File: src/gpcde_pkg.sv
`default_nettype none
package gpcde_pkg;

  // ----------------------------------------------------------------
  // Widths
  // ----------------------------------------------------------------
  localparam int unsigned GPCDE_ADDR_W = 12;
  localparam int unsigned GPCDE_DATA_W = 32;
  localparam int unsigned GPCDE_IDX_W  = 10;
  localparam int unsigned GPCDE_C_W    = 7;
  localparam int unsigned GPCDE_D_W    = 8;
  localparam int unsigned GPCDE_E_W    = 6;
  localparam int unsigned GPCDE_REG_W  = 8;

  // ----------------------------------------------------------------
  // Register indices (byte address = index * 4)
  // ----------------------------------------------------------------
  localparam logic [9:0] GPCDE_IDX_D_DATA  = 10'h003;
  localparam logic [9:0] GPCDE_IDX_D_DIR   = 10'h007;
  localparam logic [9:0] GPCDE_IDX_E_DATA  = 10'h008;
  localparam logic [9:0] GPCDE_IDX_E_DIR   = 10'h00c;
  localparam logic [9:0] GPCDE_IDX_C_PUE   = 10'h00d;
  localparam logic [9:0] GPCDE_IDX_D_PUE   = 10'h00e;
  localparam logic [9:0] GPCDE_IDX_ALT_CTL = 10'h010;
  localparam logic [9:0] GPCDE_IDX_TIM_ELS = 10'h011;
  localparam logic [1:0] GPCDE_WORD_ALIGN  = 2'h0;

  // ----------------------------------------------------------------
  // Reset values
  // ----------------------------------------------------------------
  localparam logic [7:0] GPCDE_D_DIR_RST   = 8'h00;
  localparam logic [5:0] GPCDE_E_DIR_RST   = 6'h00;
  localparam logic [6:0] GPCDE_C_PUE_RST   = 7'h00;
  localparam logic [7:0] GPCDE_D_PUE_RST   = 8'h00;
  localparam logic [2:0] GPCDE_ALT_CTL_RST = 3'h0;
  localparam logic [7:0] GPCDE_TIM_ELS_RST = 8'h00;
  localparam logic [7:0] GPCDE_OE_N_IDLE   = 8'hff;
  localparam logic [7:0] GPCDE_ZERO8       = 8'h00;
  localparam logic [23:0] GPCDE_RD_PAD     = 24'h000000;

  // ----------------------------------------------------------------
  // Field positions
  // ----------------------------------------------------------------
  localparam int unsigned GPCDE_CTL_SPI_EN  = 0;
  localparam int unsigned GPCDE_CTL_SPI_MST = 1;
  localparam int unsigned GPCDE_CTL_SCI_EN  = 2;
  localparam int unsigned GPCDE_ELS_T1C0    = 0;
  localparam int unsigned GPCDE_ELS_T1C1    = 2;
  localparam int unsigned GPCDE_ELS_T2C0    = 4;
  localparam int unsigned GPCDE_ELS_T2C1    = 6;

endpackage : gpcde_pkg
`default_nettype wire

File: src/gpcde_pins_if.sv
`timescale 1ns/1ns
`default_nettype none
interface gpcde_pins_if;
  logic [7:0] d_latch;
  logic [7:0] d_dir;
  logic [7:0] d_pue;
  logic [7:0] d_take;
  logic [7:0] d_alt_out;
  logic [7:0] d_alt_oe_n;
  logic [7:0] d_out;
  logic [7:0] d_oe_n;
  logic [7:0] d_pull;
  logic [5:0] e_latch;
  logic [5:0] e_dir;
  logic [5:0] e_take;
  logic [5:0] e_alt_out;
  logic [5:0] e_alt_oe_n;
  logic [5:0] e_out;
  logic [5:0] e_oe_n;

  modport ctl (output d_latch, d_dir, d_pue, d_take, d_alt_out, d_alt_oe_n,
               output e_latch, e_dir, e_take, e_alt_out, e_alt_oe_n,
               input  d_out, d_oe_n, d_pull, e_out, e_oe_n);
  modport mux (input  d_latch, d_dir, d_pue, d_take, d_alt_out, d_alt_oe_n,
               input  e_latch, e_dir, e_take, e_alt_out, e_alt_oe_n,
               output d_out, d_oe_n, d_pull, e_out, e_oe_n);
endinterface : gpcde_pins_if
`default_nettype wire

File: src/gpcde_pin_mux.sv
`timescale 1ns/1ns
`default_nettype none
module gpcde_pin_mux
  import gpcde_pkg::*;
(
  input wire logic pclk,
  input wire logic presetn,
  gpcde_pins_if.mux p
);

  logic [7:0] d_out_reg,  d_out_next;
  logic [7:0] d_oe_n_reg, d_oe_n_next;
  logic [7:0] d_pull_reg, d_pull_next;
  logic [5:0] e_out_reg,  e_out_next;
  logic [5:0] e_oe_n_reg, e_oe_n_next;

  // Taken pins follow the peripheral; others follow direction
  function automatic logic [7:0] pin_oe_n(input logic [7:0] take, input logic [7:0] alt_oe_n,
                                          input logic [7:0] dir);
    pin_oe_n = (take & alt_oe_n) | (~take & ~dir);
  endfunction : pin_oe_n

  // Pins neither taken nor set to output show zero so the latch never leaks an unknown
  function automatic logic [7:0] pin_val(input logic [7:0] take, input logic [7:0] alt_out,
                                         input logic [7:0] dir, input logic [7:0] latch);
    pin_val = (take & alt_out) | (~take & dir & latch);
  endfunction : pin_val

  always_comb begin
    d_oe_n_next = pin_oe_n(p.d_take, p.d_alt_oe_n, p.d_dir);
    d_out_next  = pin_val(p.d_take, p.d_alt_out, p.d_dir, p.d_latch);
    d_pull_next = p.d_pue & d_oe_n_next;
    e_oe_n_next = 6'(pin_oe_n({2'h0, p.e_take}, {2'h0, p.e_alt_oe_n}, {2'h0, p.e_dir}));
    e_out_next  = 6'(pin_val({2'h0, p.e_take}, {2'h0, p.e_alt_out}, {2'h0, p.e_dir}, {2'h0, p.e_latch}));
  end

  always_ff @(posedge pclk or negedge presetn) begin
    if (!presetn) begin
      d_out_reg  <= GPCDE_ZERO8;
      d_oe_n_reg <= GPCDE_OE_N_IDLE;
      d_pull_reg <= GPCDE_ZERO8;
      e_out_reg  <= GPCDE_ZERO8[5:0];
      e_oe_n_reg <= GPCDE_OE_N_IDLE[5:0];
    end else begin
      d_out_reg  <= d_out_next;
      d_oe_n_reg <= d_oe_n_next;
      d_pull_reg <= d_pull_next;
      e_out_reg  <= e_out_next;
      e_oe_n_reg <= e_oe_n_next;
    end
  end

  assign p.d_out  = d_out_reg;
  assign p.d_oe_n = d_oe_n_reg;
  assign p.d_pull = d_pull_reg;
  assign p.e_out  = e_out_reg;
  assign p.e_oe_n = e_oe_n_reg;

endmodule : gpcde_pin_mux
`default_nettype wire

File: src/gpcde_ports.sv
// Decided for this implementation: the APB interface to the registers.
`timescale 1ns/1ns
`default_nettype none
// Overview of operation
// - Port C pull-up only on input pins
// - Port D eight-bit latch, reset keeps it
// - D7/D6 timer one channels via select bits
// - D5/D4 timer two channels via select bits
// - D3..D1 SPI pins, GPIO when SPI off
// - D0 slave select unless off or master
// - SPI pins: direction only picks read source
// - D direction 1 drives; reset clears
// - D read: latch if output, else pin
// - Latch writes with pstrb[0] set always land, input unaffected
// - Port D pull-up only on input pins
// - Port E six-bit latch, reset keeps it
// - E1/E0 serial pins, GPIO when off
// - Serial pins: direction only picks read source
// - E direction 1 drives; reset clears
// - E read: latch if output, else pin
module gpcde_ports
  import gpcde_pkg::*;
(
  input  wire logic        pclk,
  input  wire logic        presetn,
  input  wire logic        psel,
  input  wire logic        penable,
  input  wire logic        pwrite,
  input  wire logic [11:0] paddr,
  input  wire logic [31:0] pwdata,
  input  wire logic [3:0]  pstrb,
  output logic      [31:0] prdata,
  output logic             pready,
  output logic             pslverr,
  input  wire logic [6:0]  port_c_direction,
  output logic      [6:0]  pin_c_pullup,
  input  wire logic [7:0]  pin_d_in,
  output logic      [7:0]  pin_d_out,
  output logic      [7:0]  pin_d_oe_n,
  output logic      [7:0]  pin_d_pullup,
  input  wire logic [5:0]  pin_e_in,
  output logic      [5:0]  pin_e_out,
  output logic      [5:0]  pin_e_oe_n,
  input  wire logic [7:0]  alt_d_out,
  input  wire logic [7:0]  alt_d_oe_n,
  input  wire logic [1:0]  alt_e_out,
  input  wire logic [1:0]  alt_e_oe_n,
  output logic             spi_enable_bit,
  output logic             spi_master_bit,
  output logic             serial_if_enable_bit,
  output logic      [7:0]  timer_edge_level_sel
);

  // ----------------------------------------------------------------
  // Decode helpers
  // ----------------------------------------------------------------
  function automatic logic idx_hit(input logic [11:0] addr, input logic [9:0] idx);
    idx_hit = (addr[11:2] == idx) && (addr[1:0] == GPCDE_WORD_ALIGN);
  endfunction : idx_hit

  // Direction picks latch or pin even for pins a peripheral owns
  function automatic logic [7:0] rd_mix(input logic [7:0] dir, input logic [7:0] latch,
                                        input logic [7:0] pin);
    rd_mix = (dir & latch) | (~dir & pin);
  endfunction : rd_mix

  function automatic logic els_on(input logic [7:0] els, input int unsigned pos);
    els_on = |els[pos +: 2];
  endfunction : els_on

  // ----------------------------------------------------------------
  // Registers
  // ----------------------------------------------------------------
  logic [7:0]  d_latch_reg,  d_latch_next;
  logic [5:0]  e_latch_reg,  e_latch_next;
  logic [7:0]  d_dir_reg,    d_dir_next;
  logic [5:0]  e_dir_reg,    e_dir_next;
  logic [6:0]  c_pue_reg,    c_pue_next;
  logic [7:0]  d_pue_reg,    d_pue_next;
  logic [2:0]  alt_ctl_reg,  alt_ctl_next;
  logic [7:0]  tim_els_reg,  tim_els_next;
  logic [31:0] prdata_reg,   prdata_next;
  logic        pslverr_reg,  pslverr_next;
  logic [6:0]  c_pull_reg,   c_pull_next;

  logic       setup_ph;
  logic       wr_acc;
  logic       addr_ok;
  logic [7:0] rd_byte;
  logic [7:0] d_take;
  logic [5:0] e_take;

  gpcde_pins_if pins ();

  assign setup_ph = psel && !penable;
  assign wr_acc   = psel && penable && pwrite && pstrb[0];

  always_comb begin
    addr_ok = 1'b1;
    rd_byte = GPCDE_ZERO8;
    if (idx_hit(paddr, GPCDE_IDX_D_DATA)) begin
      rd_byte = rd_mix(d_dir_reg, d_latch_reg, pin_d_in);
    end else if (idx_hit(paddr, GPCDE_IDX_D_DIR)) begin
      rd_byte = d_dir_reg;
    end else if (idx_hit(paddr, GPCDE_IDX_E_DATA)) begin
      rd_byte = {2'h0, 6'(rd_mix({2'h0, e_dir_reg}, {2'h0, e_latch_reg}, {2'h0, pin_e_in}))};
    end else if (idx_hit(paddr, GPCDE_IDX_E_DIR)) begin
      rd_byte = {2'h0, e_dir_reg};
    end else if (idx_hit(paddr, GPCDE_IDX_C_PUE)) begin
      rd_byte = {1'h0, c_pue_reg};
    end else if (idx_hit(paddr, GPCDE_IDX_D_PUE)) begin
      rd_byte = d_pue_reg;
    end else if (idx_hit(paddr, GPCDE_IDX_ALT_CTL)) begin
      rd_byte = {5'h00, alt_ctl_reg};
    end else if (idx_hit(paddr, GPCDE_IDX_TIM_ELS)) begin
      rd_byte = tim_els_reg;
    end else begin
      addr_ok = 1'b0;
    end
  end

  // Read data and error are taken in setup, shown in the access phase
  always_comb begin
    prdata_next  = prdata_reg;
    pslverr_next = pslverr_reg;
    if (setup_ph) begin
      prdata_next  = pwrite ? {GPCDE_RD_PAD, GPCDE_ZERO8} : {GPCDE_RD_PAD, rd_byte};
      pslverr_next = !addr_ok;
    end
  end

  always_comb begin
    d_latch_next = d_latch_reg;
    e_latch_next = e_latch_reg;
    d_dir_next   = d_dir_reg;
    e_dir_next   = e_dir_reg;
    c_pue_next   = c_pue_reg;
    d_pue_next   = d_pue_reg;
    alt_ctl_next = alt_ctl_reg;
    tim_els_next = tim_els_reg;
    if (wr_acc) begin
      if (idx_hit(paddr, GPCDE_IDX_D_DATA)) begin
        d_latch_next = pwdata[7:0];
      end else if (idx_hit(paddr, GPCDE_IDX_D_DIR)) begin
        d_dir_next = pwdata[7:0];
      end else if (idx_hit(paddr, GPCDE_IDX_E_DATA)) begin
        e_latch_next = pwdata[5:0];
      end else if (idx_hit(paddr, GPCDE_IDX_E_DIR)) begin
        e_dir_next = pwdata[5:0];
      end else if (idx_hit(paddr, GPCDE_IDX_C_PUE)) begin
        c_pue_next = pwdata[6:0];
      end else if (idx_hit(paddr, GPCDE_IDX_D_PUE)) begin
        d_pue_next = pwdata[7:0];
      end else if (idx_hit(paddr, GPCDE_IDX_ALT_CTL)) begin
        alt_ctl_next = pwdata[2:0];
      end else if (idx_hit(paddr, GPCDE_IDX_TIM_ELS)) begin
        tim_els_next = pwdata[7:0];
      end
    end
  end

  // Pull-up drops one clock after the direction bit asks for output
  always_comb begin
    c_pull_next = c_pue_reg & ~port_c_direction;
  end

  // Data latches keep their contents across reset
  always_ff @(posedge pclk) begin
    d_latch_reg <= d_latch_next;
    e_latch_reg <= e_latch_next;
  end

  always_ff @(posedge pclk or negedge presetn) begin
    if (!presetn) begin
      d_dir_reg   <= GPCDE_D_DIR_RST;
      e_dir_reg   <= GPCDE_E_DIR_RST;
      c_pue_reg   <= GPCDE_C_PUE_RST;
      d_pue_reg   <= GPCDE_D_PUE_RST;
      alt_ctl_reg <= GPCDE_ALT_CTL_RST;
      tim_els_reg <= GPCDE_TIM_ELS_RST;
      prdata_reg  <= {GPCDE_RD_PAD, GPCDE_ZERO8};
      pslverr_reg <= 1'b0;
      c_pull_reg  <= GPCDE_C_PUE_RST;
    end else begin
      d_dir_reg   <= d_dir_next;
      e_dir_reg   <= e_dir_next;
      c_pue_reg   <= c_pue_next;
      d_pue_reg   <= d_pue_next;
      alt_ctl_reg <= alt_ctl_next;
      tim_els_reg <= tim_els_next;
      prdata_reg  <= prdata_next;
      pslverr_reg <= pslverr_next;
      c_pull_reg  <= c_pull_next;
    end
  end

  // ----------------------------------------------------------------
  // Pin ownership
  // ----------------------------------------------------------------
  always_comb begin
    d_take    = GPCDE_ZERO8;
    d_take[7] = els_on(tim_els_reg, GPCDE_ELS_T1C1);
    d_take[6] = els_on(tim_els_reg, GPCDE_ELS_T1C0);
    d_take[5] = els_on(tim_els_reg, GPCDE_ELS_T2C1);
    d_take[4] = els_on(tim_els_reg, GPCDE_ELS_T2C0);
    d_take[3] = alt_ctl_reg[GPCDE_CTL_SPI_EN];
    d_take[2] = alt_ctl_reg[GPCDE_CTL_SPI_EN];
    d_take[1] = alt_ctl_reg[GPCDE_CTL_SPI_EN];
    d_take[0] = alt_ctl_reg[GPCDE_CTL_SPI_EN] && !alt_ctl_reg[GPCDE_CTL_SPI_MST];
    e_take    = {4'h0, {2{alt_ctl_reg[GPCDE_CTL_SCI_EN]}}};
  end

  assign pins.d_latch    = d_latch_reg;
  assign pins.d_dir      = d_dir_reg;
  assign pins.d_pue      = d_pue_reg;
  assign pins.d_take     = d_take;
  assign pins.d_alt_out  = alt_d_out;
  assign pins.d_alt_oe_n = alt_d_oe_n;
  assign pins.e_latch    = e_latch_reg;
  assign pins.e_dir      = e_dir_reg;
  assign pins.e_take     = e_take;
  assign pins.e_alt_out  = {4'h0, alt_e_out};
  assign pins.e_alt_oe_n = {4'hf, alt_e_oe_n};

  gpcde_pin_mux u_mux (
    .pclk    (pclk),
    .presetn (presetn),
    .p       (pins.mux)
  );

  // ----------------------------------------------------------------
  // Outputs
  // ----------------------------------------------------------------
  // Zero wait states keep the bus simple; every access ends at once
  assign pready               = 1'b1;
  assign prdata               = prdata_reg;
  assign pslverr              = pslverr_reg && psel && penable;
  assign pin_c_pullup         = c_pull_reg;
  assign pin_d_out            = pins.d_out;
  assign pin_d_oe_n           = pins.d_oe_n;
  assign pin_d_pullup         = pins.d_pull;
  assign pin_e_out            = pins.e_out;
  assign pin_e_oe_n           = pins.e_oe_n;
  assign spi_enable_bit       = alt_ctl_reg[GPCDE_CTL_SPI_EN];
  assign spi_master_bit       = alt_ctl_reg[GPCDE_CTL_SPI_MST];
  assign serial_if_enable_bit = alt_ctl_reg[GPCDE_CTL_SCI_EN];
  assign timer_edge_level_sel = tim_els_reg;
endmodule : gpcde_ports
`default_nettype wire

File: config.mk
export PLATFORM = sky130hd
export DESIGN_NAME = gpcde_ports
export DESIGN_NICKNAME = d
export VERILOG_FILES = /design/src/gpcde_pkg.sv /design/src/gpcde_pins_if.sv /design/src/gpcde_pin_mux.sv /design/src/gpcde_ports.sv
export SDC_FILE = /design/constraint.sdc
export NUM_CORES = 1
export LEC_CHECK = 0
export BUFFER_PORTS_ARGS = -buffer_cell sky130_fd_sc_hd__buf_2
export CAP_MARGIN = 10
export CORE_ASPECT_RATIO = 1.5
export CORE_MARGIN = 4
export CORE_UTILIZATION = 54
export CTS_CLUSTER_SIZE = 14
export DETAILED_ROUTE_END_ITERATION = 7
export HOLD_SLACK_MARGIN = 0.12
export PLACE_DENSITY = 0.9
export SLEW_MARGIN = 0
export SYNTH_ARGS = -nofsm -noshare
export SYNTH_HDL_FRONTEND = slang
export SYNTH_SLANG_ARGS = --single-unit
export TNS_END_PERCENT = 30
File: constraint.sdc
create_clock -name pclk -period 3.21 [get_ports pclk]
set_clock_uncertainty 0.05 [all_clocks]
set_input_delay 0.321 -clock pclk [delete_from_list [all_inputs] [get_ports pclk]]
set_output_delay 0.321 -clock pclk [all_outputs]
set_load 0.02 [all_outputs]
# After elaboration in Yosys (flattened, before gate mapping)
# Index checks and enable logic that the tools add are counted.
[totals]
register_bits = 130
output_inout_bits = 88
wordCells = 106
[classes]
n_eq_ne = 8
muxes = 17
bitwise = 34
n_reduce_logical = 31
[ops]
columns = ["cell", "count"]
rows = [
  ["8-bit 2-to-1 mux", 9],
  ["8-bit AND", 8],
  ["10-bit by 4-bit equality test with 1-bit output, second input constant", 4],
  ["6-bit AND", 5],
  ["8-bit OR", 3],
  ["10-bit by 5-bit equality test with 1-bit output, second input constant", 2],
  ["6-bit OR", 3],
  ["8-bit inverter", 2],
  ["1-bit logical AND", 15],
  ["10-bit by 2-bit equality test with 1-bit output, second input constant", 1],
  ["10-bit by 3-bit equality test with 1-bit output, second input constant", 1],
  ["9-bit AND reduction", 1],
  ["1-bit 2-to-1 mux", 8],
  ["8-bit AND reduction", 1],
  ["2-bit OR reduction", 4],
  ["7-bit AND", 1],
  ["1-bit inverter", 7],
  ["7-bit inverter", 1],
  ["7-bit AND reduction", 1],
  ["2-bit by 6-bit AND with 6-bit output", 1],
  ["2-bit inverter with 6-bit output", 1],
  ["6-bit inverter", 1],
  ["6-bit AND reduction", 1],
  ["5-bit AND reduction", 1],
  ["6 further kinds", 8],
]

# Depth between registers and ports, before layout
[logic_depth]
ltp_word = 11
ltp_mapped = 7
mapped_depth_nobuf = 5

# By module
# A second synthesis with hierarchy kept.
[hier_totals]
hier_cells = 411
area_unflattened_um2 = 5059.9
[modules_own_cells]
columns = ["module", "n_inst", "cells_each", "area_each_um2", "seq_area_each_um2"]
rows = [
  ["gpcde_ports", 1, 305, 3633.5, 1821.7],
  ["gpcde_pin_mux", 1, 106, 1426.4, 918.4],
]

# Worst setup path before layout
# OpenSTA, ideal clock, no wires.
[synth_path]
kind = "input to register"
start = "input paddr[7]"
end = "register e_latch_reg[0] (enable)"
setup_ns = 0.377
arrival_ns = 1.631
path_slack_ns = 1.152
path_stages = 4
n_path_buf = 1
cell_sequence = "nor4_4 > buf_6 > nand4_1 > nor3_1"
[synth_via]
elab_chain_cells = 4
[synth_lines]
columns = ["item", "line_no", "rtl"]
rows = [
  ["start: declaration", "gpcde_ports.sv:29", "input wire logic [11:0] paddr,"],
  ["10-bit by 2-bit equality test with 1-bit output or 10-bit by 3-bit equality test with 1-bit output (tied branches)", "gpcde_ports.sv:58", "idx_hit = (addr[11:2] == idx) && (addr[1:0] == GPCDE_WORD_ALIGN);"],
  ["1-bit logical AND", "gpcde_ports.sv:58", ""],
  ["1-bit inverter (no source line)", "n/a", ""],
  ["4-bit AND reduction (no source line) *", "n/a", ""],
  ["end signal: assignment", "gpcde_ports.sv:170", "e_latch_reg <= e_latch_next;"],
  ["end: declaration", "gpcde_ports.sv:75", "logic [5:0] e_latch_reg, e_latch_next;"],
]
# Mark *: on every way between the ends. The rest lies on a longest branch, timed or not.
# A chain may end at the register's enable or synchronous reset.

# Final worst setup path
[layout_path]
start = "input paddr[2]"
end = "register c_pue_reg[2]"
[layout_via]
elab_chain_cells = 4
[layout_lines]
columns = ["item", "line_no", "rtl"]
rows = [
  ["10-bit by 4-bit equality test with 1-bit output, or another cell as far along", "gpcde_ports.sv:58", ""],
  ["1-bit logical AND", "gpcde_ports.sv:58", ""],
  ["1-bit inverter (no source line)", "n/a", ""],
  ["6-bit AND reduction (no source line) *", "n/a", ""],
  ["end signal: assignment", "gpcde_ports.sv:187", "c_pue_reg <= c_pue_next;"],
  ["end: declaration", "gpcde_ports.sv:78", "logic [6:0] c_pue_reg, c_pue_next;"],
]
# Marks and branches as above.

==> metrics.txt <==
XOR/XNOR share of the synthesized area 0%; Die ar. about 11,000 µm²; CTS Buf Count 9; via/cell ratio between 5 and 6; IO buf count 129; Post-synth EDFFs 14; period utilisation layout 66.84%; Gate Count Post-Synth about 420; compound-gate portion of the synthesized area 14.07%; Leak Pwr 0.002931 µW; Worst EP arrival ~2300 ps; utilization after layout about two thirds; Hold Fails Final Rpt 0; Starting Density 55.66%; Register Area 2740 µm²; placed insts 650; Psw between 600 and 700 µW; Setup crit end kind flop; Sw Share 23.67%; largest net degree at the start of global routing 93; post-route insts no fill 675; VDD IR max ~0.00036 V; CP max stage cell nor3_4; Die Y 125.5 µm; CTS sink count 106; Synth Area in Adders 0%; GPL Wtd Cong 0.9060; power share of the sequential group 52.8%; Logic pwr share 7.2%; post-cts gate resize count 0; CTS tree built; Via Count 3,897; Synth Warn # 0; layout cell share with drive strength beyond 1 38.76%; worst skew pair latency 350 ps; HP Class in -> reg; H-tree depth 3; Clk pwr share 40.0%; crit-path cells buf_2, and4bb_1, a31oi_2, nand2_2, nor3_4, mux2_2; Final #Nets 654; Setup Crit Path Kind in -> reg; CP max FO 22; initial antenna violation count 0; most frequent cells in the layout buf_2, dfrtp_1, nand2_1; Post-Synth Simple-Gate Area 14.14%; Peak Freq 0.4661 GHz; I/O Pins 182; DRT antenna net count 0; global-route wire length before repair 21,150 µm; slowest cell delay on critical path 520 ps; setup ws final 1064 ps; most common cell after layout, fill and taps aside buf_2; Slew Viols, Final 0; CTS max path bufs 2; post-synthesis cell area 4972 µm²; Area Overhead vs Synth 20.84%; status finished clean; row count 42; n_diodes 0; vias in the first global route 4,061; Pwr Density around 430 nW/µm²; RSZ-0062 raised after global routing false; largest family of logic cells by synthesized area simple AND/OR/NAND/NOR gates; Clock Pin Slew Worst Setup and Hold Paths 70 ps; Crit path max-delay family simple AND/OR/NAND/NOR gates; setup_tns 0 ps; residual overflow from global routing 0; Worst Max-Slew Pin Slew 680.3 ps; setup violators final 0; First DRT Iteration DRCs approximately 180; Multi-input gate area around 2000 µm²; Synth Register Bits ~110; Hold Buf Count CTS 7; fin crit period 2146 ps; CP startpoint kind input port; drt total wl 13,650 µm; Distinct cells, synth 56; worst path required time 3390 ps; die outline width 86.35 µm; Top FF cell, synth dfrtp_1; Internal Dissipation approximately 2000 µW; Synth Area per Inst around 12 µm²; Fillers 683; Slew headroom 54.01%; drt wl/cell 20.22 µm; Pre-antenna DRT Iters 5; HPWL Detailed 10,020 µm; pre-CTS setup slack just over 700 ps; ys async rst share 86.79%; setup bufs post-CTS 0; Max Cap Viol 0; GRT Util Overall 25.74%; Tot Pwr 2588 µW; DRC 0; Root Buffer clkbuf_16; CORE AREA around 9000 µm²; sequential area share after synthesis 55.11%; post-synthesis mux area share 10.34%; worst path bufs/invs 1
-- through the flow --
stage | hold slack (ps) | cell area [µm²]
2_1_floorplan | -24.59 | 5059
3_3_place_gp | 387.6 | 5627
3_5_place_dp | 408.0 | 5627
4_1_cts | 127.1 | 5971
5_1_grt | 133.1 | 6008
6_report | 132.1 | 6008
-- path summary, 6_finish.rpt --
check,to,startpoint,cells after the start,slack [ps]
worst min-delay path,u_mux.p.d_out[1]$_DFF_PN0_,alt_d_out[1],3,130
worst min register to register,u_mux.p.e_oe_n[5]$_DFF_PN1_,e_dir_reg[5]$_DFFE_PN0P_,1,420
min in group asynchronous,u_mux.p.d_pull[7]$_DFF_PN0_,presetn,2,440
worst max register to register,prdata[2]$_DFFE_PN0P_,alt_ctl_reg[2]$_DFFE_PN0P_,5,1530
max in group asynchronous,u_mux.p.e_oe_n[3]$_DFF_PN1_,presetn,3,1960
worst max-delay path,c_pue_reg[2]$_DFFE_PN0P_,paddr[2],6,1060
-- synthesized netlist by cell type (4+ instances only) --
master    count  area (µm²)
o31ai_1      13       97.59
nand2_1      38       142.6
mux2_4        6       90.09
edfxtp_1     14       420.4
nor2_1        6       22.52
nand3_1       7       35.03
buf_2         6       30.03
nor2b_1       9       56.30
a21o_1        9       67.56
dfrtp_1      78        1952
dfstp_2      14       367.9
nor3b_1       4       30.03
clkbuf_1      5       18.77
mux2_2       35       394.1
o21ai_0      35       175.2
and2_1       13       81.33
a211oi_1      4       30.03
inv_1        10       37.54
buf_4        26       195.2
nand4_1       4       25.02
nand2b_1      5       31.28
a21oi_1      21       105.1
-- power groups by stage --
stage	sequential, µW	combinational [µW]	clock [µW]
floorplan	1390	96.2	0
global placement	1390	168	0
detailed placement	1390	172	0
CTS	1370	179	1050
global route	1370	203	1100
finish	1370	186	1040
-- worst register-to-register path: cells and delay by family, from the launching register on --
kind,cells,cell delay [ps]
muxes,1,250
AOI/OAI and AO/OA,3,660
and+or+nand+nor,1,100
DFF,1,560
-- per-layer routing --
layer / GRT usage, % / part of all wire [%] / vias to the layer above
met5: 0 / 0 / -
met4: 12.39 / 3.5 / 0
met3: 5.267 / 7.1 / 37
met2: 45.31 / 54 / 180
met1: 29.07 / 36 / 1922
li1: - / - / 1758
-- area by class of cell --
| cell class | instances | share of cell area (%) |
|---|---|---|
| clock inverter | 3 | 0.3957 |
| tap | 110 | 2.291 |
| sequential | 106 | 45.61 |
| timing repair buffer | 145 | 13.45 |
| clock buffer | 13 | 4.165 |
| multi-input combinational | 288 | 33.47 |
| inverter | 10 | 0.6247 |
-- kinds of logic (layout without fill, tap and decap cells) --
logic type | after synthesis | count (layout)
AND/OR/NAND/NOR | 113 | 113
buffers and inverters | 50 | 171
multiplexers | 44 | 44
flip-flops | 106 | 106
other | 2 | 25
AO/OA/AOI/OAI | 106 | 106
Note: power is estimated with default switching activity, not from simulation.
